$ cat config.mk
export PLATFORM = sky130hd
export DESIGN_NAME = fswl_status_latch
export DESIGN_NICKNAME = d
export VERILOG_FILES = /design/src/fswl_pkg.sv /design/src/fswl_spi_shift.sv /design/src/fswl_status_latch.sv
export SDC_FILE = /design/constraint.sdc
export NUM_CORES = 1
export LEC_CHECK = 0
export BUFFER_PORTS_ARGS = -buffer_cell sky130_fd_sc_hd__clkbuf_2
export CORE_MARGIN = 8
export CORE_UTILIZATION = 40
export CTS_CLUSTER_DIAMETER = 100
export CTS_CLUSTER_SIZE = 20
export DETAILED_ROUTE_END_ITERATION = 10
export GPL_ROUTABILITY_DRIVEN = 0
export SYNTH_ARGS = -nofsm -noshare
export SYNTH_HDL_FRONTEND = slang
export SYNTH_SLANG_ARGS = --single-unit
$ cat constraint.sdc
create_clock -name clk_in -period 6.75 [get_ports clk_in]
set_input_delay 1.0125 -clock clk_in [delete_from_list [all_inputs] [get_ports clk_in]]
set_output_delay 1.0125 -clock clk_in [all_outputs]
set_load 0.01 [all_outputs]
$ cat src/fswl_pkg.sv
// shared constants and types for the flash status and write-latch block
package fswl_pkg;

  // ----------------------------------------
  // clock and timing
  // ----------------------------------------
  localparam int CLK_NS = 50;
  localparam int TMR_W = 24;

  // ----------------------------------------
  // instruction codes
  // ----------------------------------------
  localparam logic [7:0] OP_STATUS_WRITE = 8'h01;
  localparam logic [7:0] OP_PAGE_PROG = 8'h02;
  localparam logic [7:0] OP_WRITE_LOCK = 8'h04;
  localparam logic [7:0] OP_STATUS_READ = 8'h05;
  localparam logic [7:0] OP_WRITE_UNLOCK = 8'h06;
  localparam logic [7:0] OP_SECTOR_ERASE = 8'h20;
  localparam logic [7:0] OP_FULL_ERASE_A = 8'h60;
  localparam logic [7:0] OP_FULL_ERASE_B = 8'hc7;
  localparam logic [7:0] OP_BLOCK_ERASE = 8'hd8;
  localparam logic [7:0] OP_SUSPEND = 8'h75;
  localparam logic [7:0] OP_RESET_ARM = 8'h66;
  localparam logic [7:0] OP_RESET_GO = 8'h99;

  // ----------------------------------------
  // status byte layout and reset values
  // ----------------------------------------
  localparam int BUSY_BIT = 0;
  localparam int LATCH_BIT = 1;
  localparam int PROT_LSB = 2;
  localparam int PROT_MSB = 5;
  localparam int QUAD_BIT = 6;
  localparam int LOCK_BIT = 7;
  localparam logic [7:0] STATUS_RESET = 8'h00;
  localparam logic [3:0] PROT_NONE = 4'h0;

  typedef struct packed {
    logic status_write_lock;
    logic quad_pins_on;
    logic [3:0] protect_level;
    logic write_latch;
    logic busy_flag;
  } fswl_status_t;

  // ----------------------------------------
  // pin bundle, idle levels: sck 0, cs_n 1, si 0, wp_n 1, hold_n 1
  // ----------------------------------------
  typedef struct packed {
    logic sck;
    logic cs_n;
    logic si;
    logic wp_n;
    logic hold_n;
  } fswl_pins_t;

  localparam fswl_pins_t PINS_IDLE = 5'h0b;

  typedef enum logic [1:0] {BUSY_NONE, BUSY_ARRAY, BUSY_STATUS} fswl_busy_t;

endpackage

$ cat src/fswl_spi_shift.sv
// serial pin synchroniser and byte shifter for the status block
`timescale 1ns/10ps
module fswl_spi_shift
  import fswl_pkg::*;
(
  input wire logic clk_in,
  input wire logic rst_in,
  input wire fswl_pins_t pins_in,
  input wire logic [7:0] tx_byte_in,
  output logic [7:0] rx_byte_out,
  output logic rx_valid_out,
  output logic rx_first_out,
  output logic frame_end_out,
  output logic so_out,
  output fswl_pins_t pins_sync_out
);

  fswl_pins_t sync1_reg;
  fswl_pins_t sync2_reg;
  fswl_pins_t sync3_reg;
  logic [2:0] bit_cnt_reg;
  logic [6:0] rx_sh_reg;
  logic first_reg;
  logic [7:0] tx_sh_reg;
  logic sck_rise;
  logic sck_fall;

  // ----------------------------------------
  // synchronisers; sync3 only serves edge detection
  // ----------------------------------------
  always_ff @(posedge clk_in or posedge rst_in) begin
    if (rst_in) begin
      sync1_reg <= PINS_IDLE;
      sync2_reg <= PINS_IDLE;
      sync3_reg <= PINS_IDLE;
    end else begin
      sync1_reg <= pins_in;
      sync2_reg <= sync1_reg;
      sync3_reg <= sync2_reg;
    end
  end

  assign pins_sync_out = sync2_reg;
  assign sck_rise = sync2_reg.sck & ~sync3_reg.sck & ~sync2_reg.cs_n;
  assign sck_fall = ~sync2_reg.sck & sync3_reg.sck & ~sync2_reg.cs_n;

  // ----------------------------------------
  // receive: sample on rising sck, msb first
  // ----------------------------------------
  always_ff @(posedge clk_in or posedge rst_in) begin
    if (rst_in) begin
      bit_cnt_reg <= 3'h0;
      rx_sh_reg <= 7'h00;
      first_reg <= 1'b1;
      rx_byte_out <= 8'h00;
      rx_valid_out <= 1'b0;
      rx_first_out <= 1'b0;
      frame_end_out <= 1'b0;
    end else begin
      rx_valid_out <= 1'b0;
      frame_end_out <= sync2_reg.cs_n & ~sync3_reg.cs_n;
      if (sync2_reg.cs_n) begin
        bit_cnt_reg <= 3'h0;
        first_reg <= 1'b1;
      end else if (sck_rise) begin
        rx_sh_reg <= {rx_sh_reg[5:0], sync2_reg.si};
        bit_cnt_reg <= bit_cnt_reg + 3'h1;
        if (bit_cnt_reg == 3'h7) begin
          rx_byte_out <= {rx_sh_reg, sync2_reg.si};
          rx_valid_out <= 1'b1;
          rx_first_out <= first_reg;
          first_reg <= 1'b0;
        end
      end
    end
  end

  // ----------------------------------------
  // transmit: reload at each byte boundary so the byte repeats
  // ----------------------------------------
  always_ff @(posedge clk_in or posedge rst_in) begin
    if (rst_in) begin
      tx_sh_reg <= 8'h00;
    end else if (sync2_reg.cs_n) begin
      tx_sh_reg <= 8'h00;
    end else if (sck_fall) begin
      if (bit_cnt_reg == 3'h0) begin
        tx_sh_reg <= tx_byte_in; // [RQ20]
      end else begin
        tx_sh_reg <= {tx_sh_reg[6:0], 1'b0};
      end
    end
  end

  assign so_out = tx_sh_reg[7];

endmodule

$ cat src/fswl_status_latch.sv
// status byte, write-enable latch and busy gating of a serial flash
`timescale 1ns/10ps
//
// Contract
// RQ1: busy reads in status bit 0
// RQ2: write latch held in status bit 1
// RQ3: four protect bits in status bits 2-5
// RQ4: quad pin enable in status bit 6
// RQ5: status write lock in status bit 7
// RQ6: status write leaves write latch untouched
// RQ7: status write updates bits 7 to 2
// RQ8: busy read-only, set during whole operation
// RQ9: while busy discard all but reads, resets
// RQ10: suspend accepted during array busy
// RQ11: completion clears busy, new instructions accepted
// RQ12: latch zero inhibits gated writes
// RQ13: unlock instruction sets write latch
// RQ14: host unlocks before program, erase, writes
// RQ15: lock instruction clears write latch
// RQ16: completed write operation clears latch
// RQ17: locked with wp low ignores status write
// RQ18: full erase only with protect bits zero
// RQ19: quad enable turns wp, hold into data
// RQ20: status read repeats byte msb first
module fswl_status_latch
  import fswl_pkg::*;
#(
  parameter int unsigned STATUS_WRITE_NS = 2000000
) (
  input wire logic clk_in,
  input wire logic rst_in,
  input wire logic sck_in,
  input wire logic cs_n_in,
  input wire logic si_in,
  input wire logic wp_n_in,
  input wire logic hold_n_in,
  input wire logic array_done_in,
  output logic so_out,
  output logic so_oe_out,
  output logic quad_pins_out,
  output logic [7:0] status_out,
  output logic array_start_out,
  output logic [7:0] array_cmd_out,
  output logic suspend_out,
  output logic abort_out
);

  localparam int SW_CYCLES = (STATUS_WRITE_NS + CLK_NS - 1) / CLK_NS;

  fswl_pins_t pins_raw;
  fswl_pins_t pins_sync;
  fswl_status_t status_now;
  fswl_busy_t busy_reg;
  logic [7:0] rx_byte;
  logic rx_valid;
  logic rx_first;
  logic frame_end;
  logic so_bit;
  logic [7:0] opcode_reg;
  logic [7:0] data_reg;
  logic cmd_valid_reg;
  logic have_data_reg;
  logic write_latch_reg;
  logic [5:0] nv_bits_reg;
  logic [TMR_W-1:0] timer_reg;
  logic reset_arm_reg;
  logic exec_now;
  logic busy_now;
  logic busy_done;
  logic hw_reset;
  logic soft_reset;
  logic sr_protected;
  logic is_array_op;
  logic is_full_erase;
  logic accept_now;
  logic array_go;

  // ----------------------------------------
  // serial front end
  // ----------------------------------------
  assign pins_raw = '{sck: sck_in, cs_n: cs_n_in, si: si_in, wp_n: wp_n_in, hold_n: hold_n_in};

  fswl_spi_shift u_shift (
    .clk_in(clk_in),
    .rst_in(rst_in),
    .pins_in(pins_raw),
    .tx_byte_in(status_now),
    .rx_byte_out(rx_byte),
    .rx_valid_out(rx_valid),
    .rx_first_out(rx_first),
    .frame_end_out(frame_end),
    .so_out(so_bit),
    .pins_sync_out(pins_sync)
  );

  // ----------------------------------------
  // status byte assembly
  // ----------------------------------------
  assign busy_now = (busy_reg != BUSY_NONE);
  assign status_now.busy_flag = busy_now; // [RQ1] [RQ8]
  assign status_now.write_latch = write_latch_reg; // [RQ2]
  assign status_now.protect_level = nv_bits_reg[3:0]; // [RQ3]
  assign status_now.quad_pins_on = nv_bits_reg[4]; // [RQ4]
  assign status_now.status_write_lock = nv_bits_reg[5]; // [RQ5]

  // ----------------------------------------
  // decode
  // ----------------------------------------
  // wp and hold lose their control role once quad pins are on
  assign sr_protected = status_now.status_write_lock & ~status_now.quad_pins_on
    & ~pins_sync.wp_n; // [RQ17] [RQ19]
  assign hw_reset = ~status_now.quad_pins_on & ~pins_sync.hold_n; // [RQ19]
  assign exec_now = frame_end & cmd_valid_reg;
  assign soft_reset = exec_now & reset_arm_reg & (opcode_reg == OP_RESET_GO);
  assign is_full_erase = (opcode_reg == OP_FULL_ERASE_A) || (opcode_reg == OP_FULL_ERASE_B);
  assign is_array_op = is_full_erase || (opcode_reg == OP_PAGE_PROG)
    || (opcode_reg == OP_SECTOR_ERASE) || (opcode_reg == OP_BLOCK_ERASE);
  // busy lets only reads, resets and suspend through
  assign accept_now = exec_now & ~busy_now & ~hw_reset; // [RQ9]
  assign busy_done = ((busy_reg == BUSY_ARRAY) & array_done_in)
    | ((busy_reg == BUSY_STATUS) & (timer_reg == TMR_W'(1)));
  // an ignored array instruction must leave no trace on the engine outputs
  assign array_go = accept_now & write_latch_reg & is_array_op
    & (~is_full_erase | (nv_bits_reg[3:0] == PROT_NONE)); // [RQ12] [RQ18]

  // ----------------------------------------
  // frame capture
  // ----------------------------------------
  always_ff @(posedge clk_in or posedge rst_in) begin
    if (rst_in) begin
      opcode_reg <= 8'h00;
      data_reg <= 8'h00;
      cmd_valid_reg <= 1'b0;
      have_data_reg <= 1'b0;
    end else if (frame_end) begin
      cmd_valid_reg <= 1'b0;
      have_data_reg <= 1'b0;
    end else if (rx_valid && rx_first) begin
      opcode_reg <= rx_byte;
      cmd_valid_reg <= 1'b1;
    end else if (rx_valid && !have_data_reg) begin
      data_reg <= rx_byte;
      have_data_reg <= 1'b1;
    end
  end

  // status read drives so for the rest of the frame, even while busy
  always_ff @(posedge clk_in or posedge rst_in) begin
    if (rst_in) begin
      so_oe_out <= 1'b0;
    end else if (frame_end) begin
      so_oe_out <= 1'b0;
    end else if (rx_valid && rx_first && rx_byte == OP_STATUS_READ) begin
      so_oe_out <= 1'b1; // [RQ20]
    end
  end

  always_ff @(posedge clk_in or posedge rst_in) begin
    if (rst_in) begin
      reset_arm_reg <= 1'b0;
    end else if (exec_now) begin
      reset_arm_reg <= (opcode_reg == OP_RESET_ARM);
    end
  end

  // ----------------------------------------
  // write-enable latch
  // ----------------------------------------
  always_ff @(posedge clk_in or posedge rst_in) begin
    if (rst_in) begin
      write_latch_reg <= 1'b0;
    end else if (hw_reset || soft_reset || busy_done) begin
      write_latch_reg <= 1'b0; // [RQ16]
    end else if (accept_now && opcode_reg == OP_WRITE_UNLOCK) begin
      write_latch_reg <= 1'b1; // [RQ13]
    end else if (accept_now && opcode_reg == OP_WRITE_LOCK) begin
      write_latch_reg <= 1'b0; // [RQ15]
    end
  end

  // ----------------------------------------
  // non-volatile status bits; the latch is not written here
  // ----------------------------------------
  always_ff @(posedge clk_in or posedge rst_in) begin
    if (rst_in) begin
      nv_bits_reg <= STATUS_RESET[LOCK_BIT:PROT_LSB];
    end else if (accept_now && opcode_reg == OP_STATUS_WRITE && have_data_reg
                 && write_latch_reg && !sr_protected) begin
      nv_bits_reg <= data_reg[LOCK_BIT:PROT_LSB]; // [RQ6] [RQ7] [RQ12] [RQ17]
    end
  end

  // ----------------------------------------
  // busy tracking
  // ----------------------------------------
  always_ff @(posedge clk_in or posedge rst_in) begin
    if (rst_in) begin
      busy_reg <= BUSY_NONE;
      timer_reg <= '0;
    end else if (hw_reset || soft_reset || busy_done) begin
      busy_reg <= BUSY_NONE; // [RQ11]
      timer_reg <= '0;
    end else if (accept_now && write_latch_reg) begin
      if (opcode_reg == OP_STATUS_WRITE && have_data_reg && !sr_protected) begin
        busy_reg <= BUSY_STATUS; // [RQ8]
        timer_reg <= TMR_W'(SW_CYCLES);
      end else if (is_array_op && (!is_full_erase || nv_bits_reg[3:0] == PROT_NONE)) begin
        busy_reg <= BUSY_ARRAY; // [RQ8] [RQ18]
      end
    end else if (busy_reg == BUSY_STATUS) begin
      timer_reg <= timer_reg - TMR_W'(1);
    end
  end

  // ----------------------------------------
  // registered outputs: array engine, quad pins, status byte and so
  // ----------------------------------------
  always_ff @(posedge clk_in or posedge rst_in) begin
    if (rst_in) begin
      array_start_out <= 1'b0;
      array_cmd_out <= 8'h00;
      suspend_out <= 1'b0;
      abort_out <= 1'b0;
      quad_pins_out <= 1'b0;
      status_out <= STATUS_RESET;
      so_out <= 1'b0;
    end else begin
      array_start_out <= array_go; // [RQ12] [RQ18]
      if (array_go) begin
        array_cmd_out <= opcode_reg;
      end
      suspend_out <= exec_now & (busy_reg == BUSY_ARRAY) & ~array_done_in
        & (opcode_reg == OP_SUSPEND); // [RQ10]
      abort_out <= hw_reset | soft_reset;
      quad_pins_out <= status_now.quad_pins_on; // [RQ19]
      status_out <= status_now;
      so_out <= so_bit;
    end
  end
endmodule

==> results.yml, run 1 <==
setup_path:
  slowest_stage: "nand2_1"
  crit_chain: "or2_1, nor4_1, nand2_1, mux2_2"
  cp_top_family: "simple AND/OR/NAND/NOR gates"
  crit_buf_inv: 0
  cp_max_fo: 30
  cp.arrival_ns: 3.27
  critical_path.max_stage_delay_ns: 0.88
  ff2ff_setup_slack_ns: 3.76
  worstPathRequired_ns: 7.03
  crit_type: "flip-flop to flip-flop"
  cp-end-kind: "flip-flop"
  startpoint_type: "flip-flop"
yosys:
  synth.top_cell.area_share_pct: 52.9
  yosysTopAreaCell: "dfrtp_1"
  synth_area_sq_um: 4960
  synthArstFlopShare_pct: 100
  synth_edf_count: 0
  ys_warn_count: 0
  synthCells: 421
  syn_area_per_cell_sq_um: 11.8
  synth.area.top_cells: "dfrtp_1, mux2_2, dfstp_2, mux2i_1, nand3_1"
  ys_types: 55
  ys.flop_type: "dfrtp_1"
  ys_seq_elements: 113
  syn_nets: 434
  yosysSeqAreaShare_pct: 57.2
global_routing:
  antenna_found_initial: 0
  grt.total_usage_pct: 13.2
  grt_start_max_net_pins: 64
  globalRouteOverflowTotal: 0
  grt_pass1_wl_mm: 17.1
  grt_pass1_vias: 3453
floorplan:
  fp.dieArea_sq_um: 16200
  ios: 30
  die_height_um: 127
  core.rowCount: 40
  start_util_pct: 41.2
  die_w_um: 127
  coreArea_sq_um: 12100
outcome:
  status: "finished clean"
drt:
  wire_per_inst_um: 15.7
  ant_nets: 0
  viasPerCell: 5.21
  drt_iter0_drc: 273
  firstDrtPassIters: 7
  drt-total-wl_mm: 9.93
  post-route-drc-count: 0
  vias: 3289
finish:
  fin_nets: 463
  largest_reg_flops: 24
  n_antenna_cell: 0
  drive_above_1_share_pct: 26.8
  fin_cells: 631
  area_delta_synth_final_pct: 18.0
clock_network:
  clock_latency_ns: 0.41
  cts_num_sinks: 113
  cts_tree: "built"
  cts_hold_buf: 0
  cts_buffer_depth: 2
  clk_pin_slew_ns: 0.05
  cts_root_buf: "clkbuf_16"
  cts-buffers-inserted: 17
  htree_levels: 4
  cts_resized: 0
  post-cts-setup-buffer-count: 0
placement:
  dp_hpwl_mm: 6.65
  dp.cells: 599
  portBuffers: 29
sta:
  min_period_ns: 2.99
  fmax_mhz: 335
  hold_viol: 0
  tns_ns: 0
  drv_slew: 0
  max_slew_margin_pct: 28.3
  finalSetupViolCount: 0
  fin_skew_ns: 0.00845
  timing.final.crit_share_pct: 44.3
  tightest_slew_ns: 1.07
  rsz0062_at_grt: "no"
pwr:
  pwr-share-seq_pct: 41.9
  p_leak_nw: 2.71
  clkPwrFrac_pct: 50.6
  p_switching_mw: 0.402
  vdd_drop_max_uv: 179
  p_int_mw: 1.35
  pwr-share-comb_pct: 7.5
  power.density_nw_per_um2: 299
  switching_share_pct: 23.0
hold_path:
  hp-class: "flip-flop to flip-flop"
flow_run:
  maxCapViolCount: 0
-- cell type report --
class / instances / area, sq um
multi-input cells: 270 / 1990
inverters: 16 / 62.6
fillers: 1096 / 6200
well taps: 168 / 210
clock buffers: 24 / 492
clock inverters: 8 / 105
flip-flops and latches: 113 / 2840
repair buffers: 32 / 168
-- cells in the mapped netlist (9+ instances only) --
cell        n
mux2i_1    18
clkbuf_1   16
mux2_2     40
dfrtp_1   105
nand3_1    23
nand3b_1   14
nand2_1    27
nor2_1     20
o21ai_0    11
inv_1      16
a21oi_1    17
nor3_1      9
-- cell families (layout without fill, tap and decap cells) --
logic type,after synthesis,count (layout),synth area share (%)
AO/OA/AOI/OAI,59,59,8.54
XOR/XNOR,3,3,0.529
flip-flops,113,113,57.2
buffers and inverters,38,80,3.07
AND/OR/NAND/NOR,145,145,16.7
multiplexers,58,58,12.7
adder cells (fa/ha/maj),5,5,1.26
-- worst register-to-register path, stage by stage (launching register included) --
cell and delay, ns:
dfrtp_1 0.44, or2_1 0.32, nor4_1 0.68, nand2_1 0.88, mux2_2 0.55
-- metrics by stage --
| step | util [%] | power [mW] | setup slack (ns) | hold WS (ns) | area [sq um] |
|---|---|---|---|---|---|
| 2_1_floorplan | - | 0.847 | 2.76 | 0.331 | 4960 |
| 3_3_place_gp | 43.6 | 0.876 | 3.85 | 0.333 | 5260 |
| 3_5_place_dp | 43.6 | 0.879 | 3.77 | 0.335 | 5260 |
| 4_1_cts | 48.6 | 1.77 | 3.76 | 0.347 | 5860 |
| 5_1_grt | 48.6 | 1.82 | 3.60 | 0.356 | 5860 |
| 6_report | 48.6 | 1.75 | 3.76 | 0.346 | 5860 |
-- power by group through the flow --
stage / sequential [mW] / clock, mW / combinational, mW
after floorplan: 0.736 / 0 / 0.111
after global placement: 0.745 / 0 / 0.131
after detailed placement: 0.747 / 0 / 0.133
after CTS: 0.735 / 0.905 / 0.133
after global routing: 0.740 / 0.937 / 0.147
final: 0.735 / 0.887 / 0.131
-- per-layer routing --
layer  global-route usage [%]  vias up  share of wire, %
li1                         -     1574                 -
met5                        0        -                 0
met4                     5.95        0               1.4
met2                     21.4       50                50
met1                     16.0     1655                45
met3                     3.70       10               3.3
-- path summary, 6_finish.rpt --
check / startpoint / endpoint / depth (start not counted)
max: busy_reg[0]$_DFFE_PP0P_ / nv_bits_reg[3]$_DFFE_PP0P_ / 4
max reg2reg: busy_reg[0]$_DFFE_PP0P_ / nv_bits_reg[3]$_DFFE_PP0P_ / 4
min: u_shift.sync1_reg[4]$_DFF_PP0_ / u_shift.pins_sync_out[4]$_DFF_PP0_ / 0
max in group asynchronous: rst_in / timer_reg[1]$_DFFE_PP0P_ / 3
min reg2reg: u_shift.sync1_reg[4]$_DFF_PP0_ / u_shift.pins_sync_out[4]$_DFF_PP0_ / 0
min in group asynchronous: rst_in / timer_reg[11]$_DFFE_PP0P_ / 2
-- layout by cell type (no fill, tap or decap), types with 5 or more instances in the layout --
cell,instances
a31oi_1,8
clkbuf_16,17
mux2i_1,18
inv_1,15
clkbuf_2,29
nand2_1,27
dfstp_2,8
nand3b_1,14
dfrtp_1,105
a21oi_1,17
ha_1,5
nor2_1,20
nand2b_1,8
o21ai_0,11
mux2_2,40
nor4_1,8
nor3_1,9
nand3_1,23
(Power assumes the default switching activity.)
==> run 2, diff against run 1 <==
Clock period 6.75 ns to 2.62 ns, I/O delays scaled along.
==> run 2 against run 1 <==
Non-clock buffer count grew 24. Combinational power increased to 2.9 times the previous value. Final area rose by 3.7%. Total power rose to 2.6 times the previous value. Sequential share of layout area down 1.7 points. Worst setup slack worse by 3.7 ns. Worst hold slack worse by 0.29 ns. Final cell count rose by 3.8%. Critical endpoint is now timer_reg[8]$_DFFE_PP0P_.
==> results.yml, run 2 (synthesis results as in run 1) <==
setup_path:
  timing.rr.start: "timer_reg[10]$_DFFE_PP0P_"
  cp.arrival_ns: 2.79
  cp_top_family: "simple AND/OR/NAND/NOR gates"
  crit_buf_inv: 1
  ff2ff_setup_slack_ns: 0.1
  worstPathRequired_ns: 2.89
  startpoint_type: "flip-flop"
  cp_max_fo: 13
  slowest_stage: "or4_4"
  cp-startpoint: "timer_reg[10]$_DFFE_PP0P_"
  reg2reg_depth: 7
  crit_chain: "or4_4, or3_1, nor3_2, a311oi_4, buf_4, nand2_1, a31oi_1"
  cp-end-kind: "flip-flop"
  critical_path.max_stage_delay_ns: 0.59
  crit_type: "flip-flop to flip-flop"
  rr_endpoint: "timer_reg[8]$_DFFE_PP0P_"
floorplan:
  start_util_pct: 41.2
  fp.dieArea_sq_um: 16200
  die_height_um: 127
  die_w_um: 127
  coreArea_sq_um: 12100
  ios: 30
  core.rowCount: 40
finish:
  n_antenna_cell: 0
  largest_reg_flops: 24
  final_common_cell: "dfrtp_1"
  layout_common_cells: "dfrtp_1, mux2_2, clkbuf_2"
  drive_above_1_share_pct: 31.0
  area_delta_synth_final_pct: 22.4
  fin_nets: 487
  post-route-util_pct: 50.4
drt:
  detailroute.wirelength.met2_mm: 5.46
  met1Wirelength_mm: 4.61
  post-route-drc-count: 0
  ant_nets: 0
  drt_iter0_drc: 208
  top_layer: "met4"
  vias: 3446
  wire_per_inst_um: 16.0
  drt-total-wl_mm: 10.5
  met3_length_um: 311
  firstDrtPassIters: 4
  viasPerCell: 5.26
sta:
  drv_slew: 0
  whs_ns: 0.0562
  tightest_slew_ns: 0.899
  max_slew_margin_pct: 39.6
  hold_viol: 0
  finalSetupViolCount: 0
  fin_skew_ns: 0.0139
  tns_ns: 0
  min_period_ns: 2.52
  timing.final.crit_share_pct: 96.3
  fmax_mhz: 396
  fin_ws_ns: 0.0972
  rsz0062_at_grt: "yes"
clock_network:
  clock_latency_ns: 0.41
  htree_levels: 4
  cts_root_buf: "clkbuf_16"
  cts_buffer_depth: 2
  cts_num_sinks: 113
  cts_tree: "built"
  cts_hold_buf: 0
  cts-buffers-inserted: 17
  clk_pin_slew_ns: 0.05
flow_run:
  maxCapViolCount: 0
placement:
  dp_hpwl_mm: 7.21
  portBuffers: 29
  place_ws_ns: 0.0450
global_routing:
  antenna_found_initial: 0
  grt_pass1_wl_mm: 18.0
  grt_pass1_vias: 3622
  grt_start_max_net_pins: 38
  globalRouteOverflowTotal: 0
  grt.total_usage_pct: 14.0
pwr:
  p_leak_nw: 2.83
  power.density_nw_per_um2: 739
  vdd_drop_max_uv: 587
hold_path:
  hp-class: "primary input to asynchronous set/reset pin"
outcome:
  status: "finished clean"
## run 2: cell types whose count changed in the layout (fill, tap and decap cells not counted), sizes merged
cell / delta
buf: +24
clkinvlp: +2
clkbuf: -1
inv: -1
## run 2: timing repair
action | 4_1_cts | 5_1_grt
resized for setup | 0 | 5
setup endpoints to repair | 0 | 5
buffers inserted | 0 | 0
## run 2: stage by stage
stage / instances / power (mW) / cell area [sq um]
final: 655 / 4.49 / 6080
after global routing: 655 / 4.68 / 6080
after CTS: 655 / 4.54 / 6050
after detailed placement: 623 / 2.29 / 5470
after global placement: 623 / 2.28 / 5470
after floorplan: 421 / 2.18 / 4970
## run 2: layer usage
layer,up-vias,global-route usage (%)
li1,1623,-
met1,1749,16.2
met2,64,23.7
met3,10,4.41
met4,0,5.81
met5,-,0
## run 2: area by class of cell
cell class	count	area (sq um)
clock buffer	23	468
clock inverter	9	109
fill	1083	5980
inverter	16	63.8
multi-input combinational	270	2020
sequential	113	2840
tap	168	210
timing repair buffer	56	373
## run 2: how the worst max path moves through the flow
stage	endpoint	slack, ns	cells after the start
floorplan	timer_reg[21]$_DFFE_PP0P_	0.27	6
global placement	timer_reg[7]$_DFFE_PP0P_	0.12	6
detailed placement	timer_reg[7]$_DFFE_PP0P_	0.05	6
CTS	timer_reg[3]$_DFFE_PP0P_	0.05	6
global route	timer_reg[19]$_DFFE_PP0P_	-0.02	7
finish	timer_reg[8]$_DFFE_PP0P_	0.1	7
## run 2: power breakdown
part / total, mW / leakage [nW] / switching, mW / internal, mW
Combinational: 0.380 / 1.05 / 0.208 / 0.172
Sequential: 1.89 / 1.52 / 0.0612 / 1.83
Clock: 2.22 / 0.269 / 0.774 / 1.44
Total: 4.49 / 2.83 / 1.04 / 3.45
==> run 3, diff against run 2 <==
Settings changed: GPL_TIMING_DRIVEN set to 0.
==> run 3 against run 2 <==
Critical endpoint is now timer_reg[23]$_DFFE_PP0P_. Sequential cell count unchanged. Critical path type unchanged. Register-to-register slack got worse by 0.05 ns. Maximum frequency decreased by 1.8%. Total power decreased by 1.3%. Sequential share of layout area increased by 0.49 points. Worst hold slack got worse by 0.052 ns.
==> results.yml, run 3 (synthesis results as in run 1) <==
setup_path:
  cp.arrival_ns: 2.90
  worstPathRequired_ns: 2.95
  cp-startpoint: "timer_reg[10]$_DFFE_PP0P_"
  cp_max_fo: 5
  timing.rr.start: "timer_reg[10]$_DFFE_PP0P_"
  crit_type: "flip-flop to flip-flop"
  cp-end-kind: "flip-flop"
  startpoint_type: "flip-flop"
drt:
  post-route-drc-count: 0
  wire_per_inst_um: 16.0
  firstDrtPassIters: 4
  vias: 3399
  ant_nets: 0
  drt-total-wl_mm: 10.4
  viasPerCell: 5.21
  drt_iter0_drc: 251
clock_network:
  cts_num_sinks: 113
  clock_latency_ns: 0.41
  cts_hold_buf: 0
  cts_root_buf: "clkbuf_16"
  cts-buffers-inserted: 17
  htree_levels: 4
  clk_pin_slew_ns: 0.05
  cts_buffer_depth: 2
  cts_tree: "built"
hold_path:
  hp-class: "primary input to asynchronous set/reset pin"
finish:
  n_antenna_cell: 0
  stdcell_area_sq_um: 6020
  fin_nets: 485
  layout_common_cells: "dfrtp_1, mux2_2, clkbuf_2"
  drive_above_1_share_pct: 28.0
  final_common_cell: "dfrtp_1"
  area_delta_synth_final_pct: 21.2
  largest_reg_flops: 24
pwr:
  power.density_nw_per_um2: 737
  p_leak_nw: 2.76
  vdd_drop_max_uv: 559
  total_power_mw: 4.43
placement:
  place_ws_ns: -0.128
  portBuffers: 29
  placed_area_sq_um: 5380
  dp_hpwl_mm: 7.25
sta:
  fmax_mhz: 389
  finalSetupViolCount: 0
  whs_ns: 0.00418
  hold_viol: 0
  drv_slew: 0
  rsz0062_at_grt: "yes"
  max_slew_margin_pct: 45.8
  tightest_slew_ns: 0.807
  fin_ws_ns: 0.0520
  timing.final.crit_share_pct: 98.0
  fin_skew_ns: 0.00895
  min_period_ns: 2.57
global_routing:
  grt_start_max_net_pins: 34
  globalRouteOverflowTotal: 0
  grt_pass1_vias: 3488
  grt_pass1_wl_mm: 17.6
  grt.total_usage_pct: 13.8
  antenna_found_initial: 0
floorplan:
  start_util_pct: 41.2
  die_height_um: 127
  core.rowCount: 40
  ios: 30
  fp.dieArea_sq_um: 16200
  die_w_um: 127
  coreArea_sq_um: 12100
outcome:
  status: "finished clean"
flow_run:
  maxCapViolCount: 0
-- run 3: area by class of cell --
type / count / area, sq um
Buffer: 21 / 92.6
Clock buffer: 22 / 444
Clock inverter: 10 / 114
Fill cell: 1059 / 6050
Inverter: 16 / 63.8
Multi-Input combinational cell: 270 / 2040
Sequential cell: 113 / 2840
Tap cell: 168 / 210
Timing Repair Buffer: 33 / 213
-- run 3: path summary, 6_finish.rpt --
kind	endpoint	slack, ns	cells past startpoint
worst max-delay path	timer_reg[23]$_DFFE_PP0P_	0.05	7
worst min-delay path	u_shift.pins_sync_out[2]$_DFF_PP0_	0.004	2
worst max register to register	timer_reg[23]$_DFFE_PP0P_	0.05	7
worst min register to register	u_shift.pins_sync_out[2]$_DFF_PP0_	0.35	0
max in group asynchronous	u_shift.first_reg$_DFFE_PP1P_	1.81	4
min in group clk_in	u_shift.sync1_reg[1]$_DFF_PP1_	0.07	1
-- run 3: layer usage --
layer  part of all wire [%]  up-vias  global-route usage, %
met5                      0        -                      0
met3                    2.8       13                   4.28
met1                     43     1717                   15.8
met4                    1.4        0                   5.04
li1                       -     1625                      -
met2                     52       44                   23.6
-- run 3: power by group --
group,leakage (nW),internal [mW],switching [mW]
clock network,0.260,1.39,0.774
logic,0.986,0.166,0.211
registers,1.52,1.83,0.0593
total,2.76,3.39,1.04
-- run 3: timing repair --
item / in CTS / in global routing
pin swaps: 0 / 2
gates cloned: 0 / 0
buffers inserted: 0 / 1
setup endpoints to repair: 28 / 27
gates resized for setup: 4 / 9
-- run 3: metrics by stage --
step	util [%]	TNS, ns	cells
floorplan	-	0	421
global placement	44.1	-1.80	618
detailed placement	44.6	-1.92	621
CTS	49.5	0	653
global route	49.9	-0.156	653
finish	49.9	0	653
-- run 3: worst max-delay path: stages, from the launching register on --
cell and delay [ns]:
dfrtp_1 0.40, or4_4 0.59, or3_1 0.41, nor3_4 0.20, a311oi_4 0.11, buf_4 0.20
a2111oi_4 0.35, mux2i_1 0.23
